File: src/rtl/sfr_pkg.sv
// Shared constants and types for the serial flash read engine
package sfr_pkg;

  // ==========================================================
  // Types
  typedef enum logic [2:0] {
    OP_READ = 3'h0, OP_FAST = 3'h1, OP_DOUT = 3'h2,
    OP_DIO = 3'h3, OP_QOUT = 3'h4, OP_QIO = 3'h5
  } sfr_op_t;

  typedef enum logic [5:0] {
    ST_IDLE = 6'h01, ST_CMD = 6'h02, ST_ADDR = 6'h04,
    ST_DUMMY = 6'h08, ST_DATA = 6'h10, ST_IGNORE = 6'h20
  } sfr_state_t;

  // ==========================================================
  // Command codes, single edge
  localparam logic [7:0] CMD_READ = 8'h03;
  localparam logic [7:0] CMD_FAST = 8'h0b;
  localparam logic [7:0] CMD_DOUT = 8'h3b;
  localparam logic [7:0] CMD_DIO = 8'hbb;
  localparam logic [7:0] CMD_QOUT = 8'h6b;
  localparam logic [7:0] CMD_QIO = 8'heb;
  // Dedicated four-byte codes, single edge
  localparam logic [7:0] CMD4_READ = 8'h13;
  localparam logic [7:0] CMD4_FAST = 8'h0c;
  localparam logic [7:0] CMD4_DOUT = 8'h3c;
  localparam logic [7:0] CMD4_DIO = 8'hbc;
  localparam logic [7:0] CMD4_QOUT = 8'h6c;
  localparam logic [7:0] CMD4_QIO = 8'hec;
  // Double-edge codes
  localparam logic [7:0] DCMD_FAST = 8'h0d;
  localparam logic [7:0] DCMD_DOUT = 8'h3d;
  localparam logic [7:0] DCMD_DIO = 8'hbd;
  localparam logic [7:0] DCMD_QOUT = 8'h6d;
  localparam logic [7:0] DCMD_QIO = 8'hed;

  // ==========================================================
  // Protocol select and lane widths
  localparam logic [1:0] PROTO_EXT = 2'h0;
  localparam logic [1:0] PROTO_DUAL = 2'h1;
  localparam logic [1:0] PROTO_QUAD = 2'h2;
  localparam logic [5:0] W1 = 6'h01;
  localparam logic [5:0] W2 = 6'h02;
  localparam logic [5:0] W4 = 6'h04;

  // ==========================================================
  // Phase lengths, address layout, lane enables
  localparam logic [5:0] CMD_BITS = 6'h08;
  localparam logic [5:0] ADDR3_BITS = 6'h18;
  localparam logic [5:0] ADDR4_BITS = 6'h20;
  localparam logic [3:0] BYTE_BITS = 4'h8;
  localparam int DIE_BITS = 25;
  localparam logic [24:0] DIE_STEP = 25'h0000001;
  localparam logic [3:0] OE_OFF = 4'hf;
  localparam logic [3:0] OE_LANE1 = 4'hd;
  localparam logic [3:0] OE_DUAL = 4'hc;
  localparam logic [3:0] OE_QUAD = 4'h0;

  // ==========================================================
  // Buffer shape and reset values
  localparam int FIFO_WIDTH = 8;
  localparam int FIFO_DEPTH = 16;
  localparam logic [1:0] SYNC_HIGH = 2'h3;
  localparam logic [1:0] SYNC_LOW = 2'h0;

endpackage : sfr_pkg

File: src/rtl/sfr_byte_fifo.sv
// Byte FIFO with registered read data between array and shifter
`timescale 1ns/100ps
module sfr_byte_fifo #(
  parameter int WIDTH = 8,
  parameter int DEPTH = 16
) (
  input wire logic clk,
  input wire logic resetn,
  input wire logic flush,
  input wire logic inValid,
  output logic inReady,
  input wire logic [WIDTH-1:0] inData,
  output logic outValid,
  input wire logic outReady,
  output logic [WIDTH-1:0] outData
);

  localparam int AW = $clog2(DEPTH);
  localparam logic [AW:0] FULL = (AW + 1)'(DEPTH);

  logic [WIDTH-1:0] mem_q [DEPTH];
  logic [AW-1:0] wrPtr_q;
  logic [AW-1:0] rdPtr_q;
  logic [AW:0] count_q;
  logic push;
  logic load;

  // ==========================================================
  // Handshake terms
  assign inReady = (count_q != FULL);
  assign push = inValid & inReady & ~flush;
  assign load = (count_q != '0) & (~outValid | outReady) & ~flush;

  // Storage array, no reset needed
  always_ff @(posedge clk) begin
    if (push) begin
      mem_q[wrPtr_q] <= inData;
    end
  end

  // Pointers and fill level
  always_ff @(posedge clk or negedge resetn) begin
    if (!resetn) begin
      wrPtr_q <= '0;
      rdPtr_q <= '0;
      count_q <= '0;
    end else if (flush) begin
      wrPtr_q <= '0;
      rdPtr_q <= '0;
      count_q <= '0;
    end else begin
      if (push) wrPtr_q <= AW'(wrPtr_q + 1'b1);
      if (load) rdPtr_q <= AW'(rdPtr_q + 1'b1);
      count_q <= (AW + 1)'(count_q + push - load);
    end
  end

  // Registered output stage
  always_ff @(posedge clk or negedge resetn) begin
    if (!resetn) begin
      outValid <= 1'b0;
      outData <= '0;
    end else if (flush) begin
      outValid <= 1'b0;
    end else if (load) begin
      outValid <= 1'b1;
      outData <= mem_q[rdPtr_q];
    end else if (outReady) begin
      outValid <= 1'b0;
    end
  end

endmodule : sfr_byte_fifo

File: src/rtl/sfr_read_engine.sv
// Serial flash read command decoder, address capture and lane sequencer
`timescale 1ns/100ps
module sfr_read_engine (
  input wire logic clk,
  input wire logic resetn,
  input wire logic chipSelN,
  input wire logic serialClk,
  input wire logic [3:0] activeLanesIn,
  output logic [3:0] activeLanesOut,
  output logic [3:0] activeLanesOeN,
  input wire logic [1:0] protocolSel,
  input wire logic doubleEdgeMode,
  input wire logic fourByteNv,
  input wire logic fourByteEnter,
  input wire logic fourByteExit,
  input wire logic [4:0] dummyCycles,
  output logic fourByteActive,
  output logic arrayRd,
  output logic [31:0] arrayAddr,
  input wire logic arrayRdValid,
  input wire logic [7:0] arrayRdData
);

  // ==========================================================
  // Functions
  function automatic logic [5:0] protoWidth(input logic [1:0] p);
    case (p)
      sfr_pkg::PROTO_DUAL: protoWidth = sfr_pkg::W2;
      sfr_pkg::PROTO_QUAD: protoWidth = sfr_pkg::W4;
      default: protoWidth = sfr_pkg::W1;
    endcase
  endfunction : protoWidth

  // Address lanes per variant and protocol
  function automatic logic [5:0] addrWidth(input sfr_pkg::sfr_op_t o,
                                           input logic [1:0] p);
    if (p != sfr_pkg::PROTO_EXT) addrWidth = protoWidth(p);
    else if (o == sfr_pkg::OP_DIO) addrWidth = sfr_pkg::W2;
    else if (o == sfr_pkg::OP_QIO) addrWidth = sfr_pkg::W4;
    else addrWidth = sfr_pkg::W1;
  endfunction : addrWidth

  // Data lanes per variant and protocol
  function automatic logic [5:0] dataWidth(input sfr_pkg::sfr_op_t o,
                                           input logic [1:0] p);
    if (p != sfr_pkg::PROTO_EXT) dataWidth = protoWidth(p);
    else if (o == sfr_pkg::OP_DOUT || o == sfr_pkg::OP_DIO)
      dataWidth = sfr_pkg::W2;
    else if (o == sfr_pkg::OP_QOUT || o == sfr_pkg::OP_QIO)
      dataWidth = sfr_pkg::W4;
    else dataWidth = sfr_pkg::W1;
  endfunction : dataWidth

  // Variant allowed under the protocol
  function automatic logic supported(input sfr_pkg::sfr_op_t o,
                                     input logic [1:0] p);
    case (p)
      sfr_pkg::PROTO_EXT: supported = 1'b1;
      sfr_pkg::PROTO_DUAL: supported = (o == sfr_pkg::OP_FAST) ||
        (o == sfr_pkg::OP_DOUT) || (o == sfr_pkg::OP_DIO);
      sfr_pkg::PROTO_QUAD: supported = (o == sfr_pkg::OP_FAST) ||
        (o == sfr_pkg::OP_QOUT) || (o == sfr_pkg::OP_QIO);
      default: supported = 1'b0;
    endcase
  endfunction : supported

  // Decode: {valid, force four bytes, variant}
  function automatic logic [4:0] decode(input logic [7:0] c,
                                        input logic dtr);
    decode = 5'h00;
    if (!dtr) begin
      case (c)
        sfr_pkg::CMD_READ: decode = {2'b10, sfr_pkg::OP_READ};
        sfr_pkg::CMD_FAST: decode = {2'b10, sfr_pkg::OP_FAST};
        sfr_pkg::CMD_DOUT: decode = {2'b10, sfr_pkg::OP_DOUT};
        sfr_pkg::CMD_DIO: decode = {2'b10, sfr_pkg::OP_DIO};
        sfr_pkg::CMD_QOUT: decode = {2'b10, sfr_pkg::OP_QOUT};
        sfr_pkg::CMD_QIO: decode = {2'b10, sfr_pkg::OP_QIO};
        sfr_pkg::CMD4_READ: decode = {2'b11, sfr_pkg::OP_READ};
        sfr_pkg::CMD4_FAST: decode = {2'b11, sfr_pkg::OP_FAST};
        sfr_pkg::CMD4_DOUT: decode = {2'b11, sfr_pkg::OP_DOUT};
        sfr_pkg::CMD4_DIO: decode = {2'b11, sfr_pkg::OP_DIO};
        sfr_pkg::CMD4_QOUT: decode = {2'b11, sfr_pkg::OP_QOUT};
        sfr_pkg::CMD4_QIO: decode = {2'b11, sfr_pkg::OP_QIO};
        default: decode = 5'h00;
      endcase
    end else begin
      case (c)
        sfr_pkg::DCMD_FAST: decode = {2'b10, sfr_pkg::OP_FAST};
        sfr_pkg::DCMD_DOUT: decode = {2'b10, sfr_pkg::OP_DOUT};
        sfr_pkg::DCMD_DIO: decode = {2'b10, sfr_pkg::OP_DIO};
        sfr_pkg::DCMD_QOUT: decode = {2'b10, sfr_pkg::OP_QOUT};
        sfr_pkg::DCMD_QIO: decode = {2'b10, sfr_pkg::OP_QIO};
        default: decode = 5'h00;
      endcase
    end
  endfunction : decode

  // Shift incoming lanes into the low end, lane 3 most significant
  function automatic logic [31:0] shiftIn(input logic [31:0] s,
                                          input logic [3:0] d,
                                          input logic [5:0] w);
    case (w)
      sfr_pkg::W1: shiftIn = {s[30:0], d[0]};
      sfr_pkg::W2: shiftIn = {s[29:0], d[1:0]};
      default: shiftIn = {s[27:0], d};
    endcase
  endfunction : shiftIn

  // Place the top bits of a byte on the output lanes
  function automatic logic [3:0] laneMap(input logic [7:0] b,
                                         input logic [5:0] w);
    case (w)
      sfr_pkg::W1: laneMap = {2'b00, b[7], 1'b0};
      sfr_pkg::W2: laneMap = {2'b00, b[7:6]};
      default: laneMap = b[7:4];
    endcase
  endfunction : laneMap

  // ==========================================================
  // Declarations
  sfr_pkg::sfr_state_t state_q;
  sfr_pkg::sfr_op_t op_q;
  logic [1:0] csSync_q;
  logic [1:0] sclkSync_q;
  logic [3:0] dqMeta_q;
  logic [3:0] dqSync_q;
  logic sclkPrev_q;
  logic csHigh;
  logic sclkRise;
  logic sclkFall;
  logic inEdge;
  logic shiftEv;
  logic [31:0] sh_q;
  logic [31:0] shNext;
  logic [5:0] bitCnt_q;
  logic [5:0] bitNext;
  logic [5:0] inW;
  logic [5:0] dataW;
  logic [5:0] addrLen_q;
  logic [4:0] dec;
  logic cmdDone;
  logic goodCmd;
  logic addrDone;
  logic [31:0] startAddr;
  logic [4:0] dummyCnt_q;
  logic initDone_q;
  logic fourByte_q;
  logic fetchOn_q;
  logic pending_q;
  logic drop_q;
  logic [31:0] fetchAddr_q;
  logic fifoInValid;
  logic fifoInReady;
  logic fifoOutValid;
  logic fifoOutReady;
  logic [7:0] fifoOutData;
  logic [7:0] outSh_q;
  logic [3:0] outBits_q;

  // ==========================================================
  // Pin synchronisers and clock edge detect
  always_ff @(posedge clk or negedge resetn) begin
    if (!resetn) begin
      csSync_q <= sfr_pkg::SYNC_HIGH;
      sclkSync_q <= sfr_pkg::SYNC_LOW;
      dqMeta_q <= 4'h0;
      dqSync_q <= 4'h0;
      sclkPrev_q <= 1'b0;
    end else begin
      csSync_q <= {csSync_q[0], chipSelN};
      sclkSync_q <= {sclkSync_q[0], serialClk};
      dqMeta_q <= activeLanesIn;
      dqSync_q <= dqMeta_q;
      sclkPrev_q <= sclkSync_q[1];
    end
  end

  assign csHigh = csSync_q[1];
  assign sclkRise = sclkSync_q[1] & ~sclkPrev_q;
  assign sclkFall = ~sclkSync_q[1] & sclkPrev_q;
  assign inEdge = sclkRise | (doubleEdgeMode & sclkFall);
  assign shiftEv = doubleEdgeMode ? (sclkRise | sclkFall) : sclkFall;

  // ==========================================================
  // Phase decode
  always_comb begin
    inW = (state_q == sfr_pkg::ST_ADDR) ? addrWidth(op_q, protocolSel)
                                        : protoWidth(protocolSel);
    dataW = dataWidth(op_q, protocolSel);
    shNext = shiftIn(sh_q, dqSync_q, inW);
    bitNext = 6'(bitCnt_q + inW);
    dec = decode(shNext[7:0], doubleEdgeMode);
    cmdDone = (bitNext == sfr_pkg::CMD_BITS);
    goodCmd = dec[4] &
      supported(sfr_pkg::sfr_op_t'(dec[2:0]), protocolSel);
    addrDone = (state_q == sfr_pkg::ST_ADDR) & inEdge & ~csHigh &
               (bitNext == addrLen_q);
    startAddr = (addrLen_q == sfr_pkg::ADDR4_BITS) ? shNext
                : {8'h00, shNext[23:0]};
  end

  // Transaction state
  always_ff @(posedge clk or negedge resetn) begin
    if (!resetn) begin
      state_q <= sfr_pkg::ST_IDLE;
    end else if (csHigh) begin
      state_q <= sfr_pkg::ST_IDLE;
    end else begin
      case (state_q)
        sfr_pkg::ST_IDLE: state_q <= sfr_pkg::ST_CMD;
        sfr_pkg::ST_CMD: begin
          if (sclkRise && cmdDone) begin
            state_q <= goodCmd ? sfr_pkg::ST_ADDR
                               : sfr_pkg::ST_IGNORE;
          end
        end
        sfr_pkg::ST_ADDR: begin
          if (addrDone) begin
            state_q <= (op_q != sfr_pkg::OP_READ && dummyCycles != 5'h00)
                      ? sfr_pkg::ST_DUMMY : sfr_pkg::ST_DATA;
          end
        end
        sfr_pkg::ST_DUMMY: begin
          if (sclkRise && dummyCnt_q == 5'h01) state_q <= sfr_pkg::ST_DATA;
        end
        sfr_pkg::ST_DATA: state_q <= sfr_pkg::ST_DATA;
        sfr_pkg::ST_IGNORE: state_q <= sfr_pkg::ST_IGNORE;
        default: state_q <= sfr_pkg::ST_IDLE;
      endcase
    end
  end

  // Command and address shifter
  always_ff @(posedge clk or negedge resetn) begin
    if (!resetn) begin
      sh_q <= 32'h0;
      bitCnt_q <= 6'h00;
      op_q <= sfr_pkg::OP_READ;
      addrLen_q <= sfr_pkg::ADDR3_BITS;
    end else if (csHigh) begin
      bitCnt_q <= 6'h00;
    end else if (state_q == sfr_pkg::ST_CMD && sclkRise) begin
      sh_q <= shNext;
      bitCnt_q <= cmdDone ? 6'h00 : bitNext;
      if (cmdDone) begin
        op_q <= sfr_pkg::sfr_op_t'(dec[2:0]);
        addrLen_q <= (dec[3] | fourByte_q) ? sfr_pkg::ADDR4_BITS
                                           : sfr_pkg::ADDR3_BITS;
      end
    end else if (state_q == sfr_pkg::ST_ADDR && inEdge) begin
      sh_q <= shNext;
      bitCnt_q <= bitNext;
    end
  end

  // Dummy clock counter
  always_ff @(posedge clk or negedge resetn) begin
    if (!resetn) begin
      dummyCnt_q <= 5'h00;
    end else if (addrDone) begin
      dummyCnt_q <= dummyCycles;
    end else if (state_q == sfr_pkg::ST_DUMMY && sclkRise) begin
      dummyCnt_q <= 5'(dummyCnt_q - 5'h01);
    end
  end

  // Addressing mode, strap caught after reset release
  always_ff @(posedge clk or negedge resetn) begin
    if (!resetn) begin
      initDone_q <= 1'b0;
      fourByte_q <= 1'b0;
    end else if (!initDone_q) begin
      initDone_q <= 1'b1;
      fourByte_q <= fourByteNv;
    end else if (fourByteEnter) begin
      fourByte_q <= 1'b1;
    end else if (fourByteExit) begin
      fourByte_q <= 1'b0;
    end
  end
  assign fourByteActive = fourByte_q;

  // ==========================================================
  // Array prefetch into the FIFO, one read outstanding
  assign arrayRd = fetchOn_q & ~pending_q & fifoInReady & ~csHigh;
  assign arrayAddr = fetchAddr_q;
  assign fifoInValid = arrayRdValid & pending_q & ~drop_q & fetchOn_q;

  always_ff @(posedge clk or negedge resetn) begin
    if (!resetn) begin
      fetchOn_q <= 1'b0;
      fetchAddr_q <= 32'h0;
    end else if (csHigh) begin
      fetchOn_q <= 1'b0;
    end else if (addrDone) begin
      fetchOn_q <= 1'b1;
      fetchAddr_q <= startAddr;
    end else if (arrayRd) begin
      fetchAddr_q[sfr_pkg::DIE_BITS-1:0] <=
        sfr_pkg::DIE_BITS'(fetchAddr_q[sfr_pkg::DIE_BITS-1:0] +
                           sfr_pkg::DIE_STEP);
    end
  end

  // Outstanding read and stale answer tracking
  always_ff @(posedge clk or negedge resetn) begin
    if (!resetn) begin
      pending_q <= 1'b0;
      drop_q <= 1'b0;
    end else begin
      if (arrayRd) pending_q <= 1'b1;
      else if (arrayRdValid) pending_q <= 1'b0;
      if (arrayRdValid) drop_q <= 1'b0;
      else if (csHigh && pending_q) drop_q <= 1'b1;
    end
  end

  sfr_byte_fifo #(
    .WIDTH(sfr_pkg::FIFO_WIDTH),
    .DEPTH(sfr_pkg::FIFO_DEPTH)
  ) u_fifo (
    .clk(clk),
    .resetn(resetn),
    .flush(csHigh),
    .inValid(fifoInValid),
    .inReady(fifoInReady),
    .inData(arrayRdData),
    .outValid(fifoOutValid),
    .outReady(fifoOutReady),
    .outData(fifoOutData)
  );

  // ==========================================================
  // Output shifter and lane drive
  assign fifoOutReady = (state_q == sfr_pkg::ST_DATA) & ~csHigh & shiftEv &
                        (outBits_q == 4'h0);

  always_ff @(posedge clk or negedge resetn) begin
    if (!resetn) begin
      outSh_q <= 8'h00;
      outBits_q <= 4'h0;
      activeLanesOut <= 4'h0;
      activeLanesOeN <= sfr_pkg::OE_OFF;
    end else if (csHigh || state_q != sfr_pkg::ST_DATA) begin
      outBits_q <= 4'h0;
      activeLanesOeN <= sfr_pkg::OE_OFF;
    end else if (shiftEv) begin
      if (outBits_q == 4'h0) begin
        if (fifoOutValid) begin
          activeLanesOut <= laneMap(fifoOutData, dataW);
          outSh_q <= 8'(fifoOutData << dataW);
          outBits_q <= 4'(sfr_pkg::BYTE_BITS - dataW[3:0]);
          activeLanesOeN <= ~laneMap(8'hff, dataW);
        end
      end else begin
        activeLanesOut <= laneMap(outSh_q, dataW);
        outSh_q <= 8'(outSh_q << dataW);
        outBits_q <= 4'(outBits_q - dataW[3:0]);
      end
    end
  end
endmodule : sfr_read_engine

File: config.mk
export PLATFORM = sky130hd
export DESIGN_NAME = sfr_read_engine
export DESIGN_NICKNAME = d
export VERILOG_FILES = /design/src/rtl/sfr_pkg.sv /design/src/rtl/sfr_byte_fifo.sv /design/src/rtl/sfr_read_engine.sv
export SDC_FILE = /design/constraint.sdc
export NUM_CORES = 1
export LEC_CHECK = 0
export ABC_AREA = 1
export BUFFER_PORTS_ARGS = -buffer_cell sky130_fd_sc_hd__buf_4
export CAP_MARGIN = 20
export CORE_MARGIN = 2
export CORE_UTILIZATION = 45
export DETAILED_ROUTE_END_ITERATION = 10
export GPL_TIMING_DRIVEN = 1
export PLACE_DENSITY_LB_ADDON = 0.3
export SYNTH_ARGS = -nofsm -noshare
export SYNTH_HDL_FRONTEND = slang
export SYNTH_HIERARCHICAL = 1
export SYNTH_SLANG_ARGS = --single-unit
File: constraint.sdc
create_clock -name clk -period 6.25 [get_ports clk]
set_input_delay 0.3125 -clock clk [delete_from_list [all_inputs] [get_ports clk]]
set_output_delay 0.3125 -clock clk [all_outputs]
set_load 0.02 [all_outputs]
==> results of run 1 <==
==> state kept, by name, summed over array words and instances (netlist names), 4 cells and up <==
signal / cells
outBits_q: 4
u_fifo/rdPtr_q: 4
u_fifo/wrPtr_q: 4
u_fifo/count_q: 5
dqSync_q: 4
u_fifo/mem_q: 128
dqMeta_q: 4
u_fifo/outData: 8
state_q: 6
dummyCnt_q: 5
bitCnt_q: 6
activeLanesOut: 4
outSh_q: 8
sh_q: 31
arrayAddr: 32
==> per-layer routing <==
metal	GRT usage, %	vias to the layer above
li1	-	5393
met1	30.5	5239
met2	33.3	370
met3	2.34	49
met4	4.84	0
met5	0	-
==> worst max-delay path, cell delays in order, from the launching register on <==
cell and delay, ps:
dfrtp_1 420, nor2_4 180, nand2_2 110, nor2_8 170
nand4_1 120, nand2_2 170, ha_1 200, inv_1 60
fa_1 370, or2_1 250, a21oi_1 160, xor2_1 260
nand2_1 90, o21ai_1 160, nand3_1 100, nor2_1 290
inv_1 310, nand2_1 360, inv_2 190, a22oi_1 190
o31ai_1 100
==> cells by family after synthesis <==
logic type,after synthesis
fa+ha+maj,31
mux,3
xor+xnor,25
simple gates,772
buf+inv,297
flops,272
compound gates,203
other cells,1
==> cell type report <==
type	count	share of cell area, %
Clock buffer	36	4.87
Clock inverter	17	1.23
Inverter	243	5.75
Multi-Input combinational cell	1035	33.3
Sequential cell	272	47.0
Tap cell	396	3.13
Timing Repair Buffer	95	4.68
==> placed cells by master, fill, tap and decap left out, drive strengths merged, types with 11 or more instances in the layout <==
| cell type | count |
|---|---|
| nor2 | 103 |
| ha | 28 |
| nand3 | 150 |
| o21ai | 97 |
| clkinv | 11 |
| nand4 | 11 |
| edfxtp | 128 |
| nand2 | 467 |
| o22ai | 19 |
| o221ai | 17 |
| nor3 | 23 |
| dlygate4sd3 | 11 |
| dfrtp | 137 |
| inv | 243 |
| a21oi | 28 |
| xor2 | 19 |
| buf | 84 |
| clkbuf | 36 |
==> where the power goes <==
group	internal (W)	leakage (nW)	switching, W
logic	0.000344	3.89	0.000773
clock network	0.00104	0.474	0.000699
registers	0.00199	2.97	0.000107
==> metrics by stage <==
stage / util [%] / cell area (um2)
after floorplan: - / 14000
after global placement: 48.3 / 14800
after detailed placement: 48.3 / 14800
after CTS: 51.8 / 15900
after global routing: 51.8 / 15900
final: 51.8 / 15900
==> worst max path at each step <==
| stage | startpoint | to | slack [ps] | depth (start not counted) |
|---|---|---|---|---|
| floorplan | state_q[5] | arrayAddr[6] | 2690 | 21 |
| global placement | protocolSel[0] | arrayAddr[6] | 2080 | 20 |
| detailed placement | protocolSel[0] | arrayAddr[6] | 1910 | 20 |
| CTS | state_q[5] | arrayAddr[6] | 1890 | 20 |
| global route | outBits_q[1] | u_fifo/count_q[4] | 1500 | 17 |
| finish | state_q[5] | arrayAddr[6] | 1850 | 20 |
==> repair_timing <==
item,CTS,global route
hold buffers,11,0
hold endpoints to repair,75,0
setup buffers,0,0
==> impl_metrics.ini, run 1 <==
[outcome]
status = finished clean

[clock_network]
cts_made_buffers = 29
cts_resized = 0
clock-sinks = 272
cts_tree = built
insertion_delay_ps = 550
htreeDepth = 1
ctsRootBufferMaster = clkbuf_16
clk_path_buf_depth = 3
clk_pin_slew_ps = 60

[timing]
finalCritPeriodShare_pct = 70.3
timing.fmax_ghz = 0.227
hold_viol = 0
tns_ps = 0
setup_ws_ps = 1850
tightest_slew_ps = 1050
setup_viol = 0
fin_crit_ps = 4400
rsz0062_at_grt = no
hold_slack_ps = 15.5
slew_viol_final = 0
maxSlewHeadroom_pct = 30.3
skew_ps = 14.6

[worst_hold_path]
worstHoldEndpoint = fourByteActive
hp-start = fourByteExit
min_path_type = input pin to register
hold_path_depth = 4

[synthesis]
avgSynthCellArea_um2 = 8.70
async_reset_ff_share_pct = 52.9
synth_cell_types = 56
synth_top_area_share_pct = 27.5
synth_compound_gate_area_share_pct = 8.72
synthMuxAreaShare_pct = 0.215
ys_seq_area_share_pct = 53.4
ys.flop_type = dfrtp_1
yosysTopAreaCell = edfxtp_1
synthAdderAreaFrac_pct = 2.94
synth_nets = 1663
syn_inst = 1604
synthTopCellsByCount = nand2_1, inv_1, nand3_1
synth_area_leaders = edfxtp_1, dfrtp_1, nand2_1
synth_edf_count = 128
yosys.cell_count.top_type = nand2_1
synth-simple-area-share_pct = 24.3
syn-cell-area_mm2 = 0.0140
ys_warn_count = 6
synthXorXnorAreaFrac_pct = 1.57
ys_seq_elements = 272
synth_top_family_by_area = simple AND/OR/NAND/NOR gates

[route]
highest_layer = met4
drt_iter0_markers = 1022
drt-total-wl_um = 34100
wl_met3_um = 2220
ant_nets = 0
via_count = 11100
met1_length_um = 15700
wl_met2_um = 15500
drt_pass1_iterations = 6
wire_per_inst_um = 16.3
drc = 0
vias_per_cell = 5.28

[layout]
syn_to_final_growth_pct = 13.6
regArea_mm2 = 0.00746
diodes = 0
nets = 1735
nFillCells = 2821
drive_gt1_share_pct = 11.6
multiInputGateArea_mm2 = 0.00528
layoutNonFillerInstCount = 2094

[pwr]
power_w = 0.00496
power.static_leakage_nw = 7.34
irDropWorstVdd_uv = 275
power_density_mw_per_mm2 = 313

[floorplanning]
dieArea_mm2 = 0.0324
io_pins = 70
placementRows = 64
start_util_pct = 45.6
fp.coreArea_mm2 = 0.0306
die_w_um = 180
dieHeight_um = 180

[worst_setup_path]
reg2reg_to = arrayAddr[6]
r2r-start = state_q[5]
cp_max_fo = 13
required_ps = 6670
r2r_slack_ps = 1850
cp-end-kind = register
start_kind = register
path_class = register to register
ff2ff_path_depth = 20
arrival_ps = 4820

[placement]
place_ws_ps = 1910
gp_congestion = 0.872
hpwl_um = 23100
io_buffers = 69
dp_cells = 2030

[grt]
grt_overflow = 0
grt_pass1_wl_um = 55000
antenna_found_initial = 0
grt_start_max_net_pins = 75
grt_use_total_pct = 20.8
grt_pass1_vias = 10300

[flow_run]
maxCapViolCount = 0
Power figures use the tool's default switching activity.
==> run 2, diff against run 1 <==
Clock period 6.25 ns to 3.6 ns, I/O delays scaled along.
==> impl_metrics.ini, run 2 (synthesized netlist as in run 1, its figures left out) <==
[outcome]
status = finished clean

[floorplanning]
start_util_pct = 45.6
die_w_um = 180
dieArea_mm2 = 0.0324
placementRows = 64
fp.coreArea_mm2 = 0.0306
io_pins = 70
dieHeight_um = 180

[clock_network]
clk_pin_slew_ps = 70
cts_tree = built
htreeDepth = 1
clock-sinks = 272
cts_made_buffers = 29
ctsRootBufferMaster = clkbuf_16
clk_path_buf_depth = 3
insertion_delay_ps = 570

[timing]
maxSlewHeadroom_pct = 42.9
setup_viol = 0
finalCritPeriodShare_pct = 95.9
slew_viol_final = 0
fin_crit_ps = 3450
tns_ps = 0
skew_ps = 19.3
tightest_slew_ps = 856
hold_viol = 0
timing.fmax_ghz = 0.290

[layout]
regArea_mm2 = 0.00746
mostFrequentLayoutCell = nand2_1
layout_common_cells = nand2_1, inv_1, nand3_1
syn_to_final_growth_pct = 17.4
diodes = 0
drive_gt1_share_pct = 14.6
nFillCells = 2726
top_register = u_fifo/mem_q
nets = 1781
largest_register_ffs = 128
multiInputGateArea_mm2 = 0.00539
finish.utilization_pct = 53.6

[worst_hold_path]
hold_path_depth = 5
worstHoldEndpoint = op_q[0]
hp-start = doubleEdgeMode
min_path_type = input pin to register

[grt]
grt_use_total_pct = 21.3
grt_pass1_wl_um = 56500
grt_overflow = 0
grt_start_max_net_pins = 90
grt_pass1_vias = 10800
antenna_found_initial = 0

[flow_run]
maxCapViolCount = 0

[route]
drt_iter0_markers = 973
drc = 0
ant_nets = 0
via_count = 11400
vias_per_cell = 5.33
drt-total-wl_um = 35200
drt_pass1_iterations = 7
wire_per_inst_um = 16.4

[worst_setup_path]
cp-startpoint = state_q[1]
reg2reg_to = arrayAddr[20]
required_ps = 4030
cp-end-kind = register
r2r-start = state_q[1]
cp_max_fo = 6
ff2ff_path_depth = 18
start_kind = register
arrival_ps = 3880
path_class = register to register
r2r_slack_ps = 150

[placement]
hpwl_um = 23300
gp_congestion = 0.873
io_buffers = 69

[pwr]
p_int_w = 0.00591
p_sw_share_pct = 32.2
p_switching_w = 0.00281
combinationalPowerShare_pct = 23.2
clock_power_share_pct = 35.2
irDropWorstVdd_uv = 427
power.static_leakage_nw = 7.56
power_density_mw_per_mm2 = 532
seqPwrFrac_pct = 41.6
-- run 2: cell types whose count changed in the layout (fill, tap and decap cells not counted), sizes merged --
cell and delta:
clkinvlp +3, clkinv -1, dlygate4sd3 +12, inv -2, clkbuf +3, bufinv -1, buf +33
-- run 2: per-layer routing --
metal  vias to the layer above  part of all wire, %  global-route usage (%)
li1                       5502                    -                       -
met1                      5456                   45                    31.4
met2                       399                   46                    33.6
met3                        63                  6.3                    2.61
met4                         0                  1.9                    5.29
met5                         -                    0                       0
-- run 2: through the flow --
stage                     hold WS, ps  instance area (um2)  power [W]  setup WS (ps)  cells
after floorplan                  -116                14000    0.00508           41.3   1604
after global placement            290                15000    0.00561           81.9   2056
after detailed placement          292                15000    0.00563          -34.1   2056
after CTS                        51.8                16200    0.00875          -23.5   2133
after global routing              105                16400    0.00918          -86.8   2141
final                            58.8                16400    0.00872            146   2141
-- run 2: final cells by class --
cell class | count | area share [%]
tap | 396 | 3.02
clock buffer | 39 | 4.96
inverter | 243 | 5.61
sequential | 272 | 45.5
timing repair inverter | 1 | 0.0458
multi-input combinational | 1035 | 32.9
timing repair buffer | 140 | 6.89
clock inverter | 15 | 1.05
-- run 2: worst max-delay path by stage --
stage / end / slack [ps] / depth (start not counted)
after floorplan: arrayAddr[6] / 40 / 21
after global placement: arrayAddr[24] / 80 / 20
after detailed placement: arrayAddr[24] / -30 / 20
after CTS: state_q[1] / -20 / 18
after global routing: arrayAddr[24] / -90 / 20
final: arrayAddr[20] / 150 / 18
-- run 2: power by group through the flow --
stage | Clock [W] | Combinational, W | Sequential [W]
finish | 0.00307 | 0.00202 | 0.00363
global route | 0.00325 | 0.00228 | 0.00365
global placement | 0 | 0.00193 | 0.00368
CTS | 0.00313 | 0.00200 | 0.00362
detailed placement | 0 | 0.00196 | 0.00368
floorplan | 0 | 0.00143 | 0.00364
-- run 2: timing repair --
| action | CTS | global route |
|---|---|---|
| hold buffers | 23 | 0 |
| setup endpoints to repair | 6 | 49 |
| resized for setup | 4 | 28 |
| pin swaps | 1 | 10 |
| gates cloned | 0 | 1 |
| endpoints found under the hold margin | 224 | 0 |
| buffers inserted | 0 | 7 |
-- run 2: worst max-delay path, stage by stage, from the launching register on --
cell and delay [ps]:
dfrtp_1 420, nor2_4 180, nand2_4 90, nor2_8 150
nand4_1 120, nand2_2 120, ha_1 170, inv_1 60
fa_2 340, or2_4 250, a21oi_4 160, xor2_2 200
nand2_1 110, o21ai_2 190, nand3_2 170, nand2_4 150
clkinvlp_4 180, o221ai_1 140, o211ai_1 140
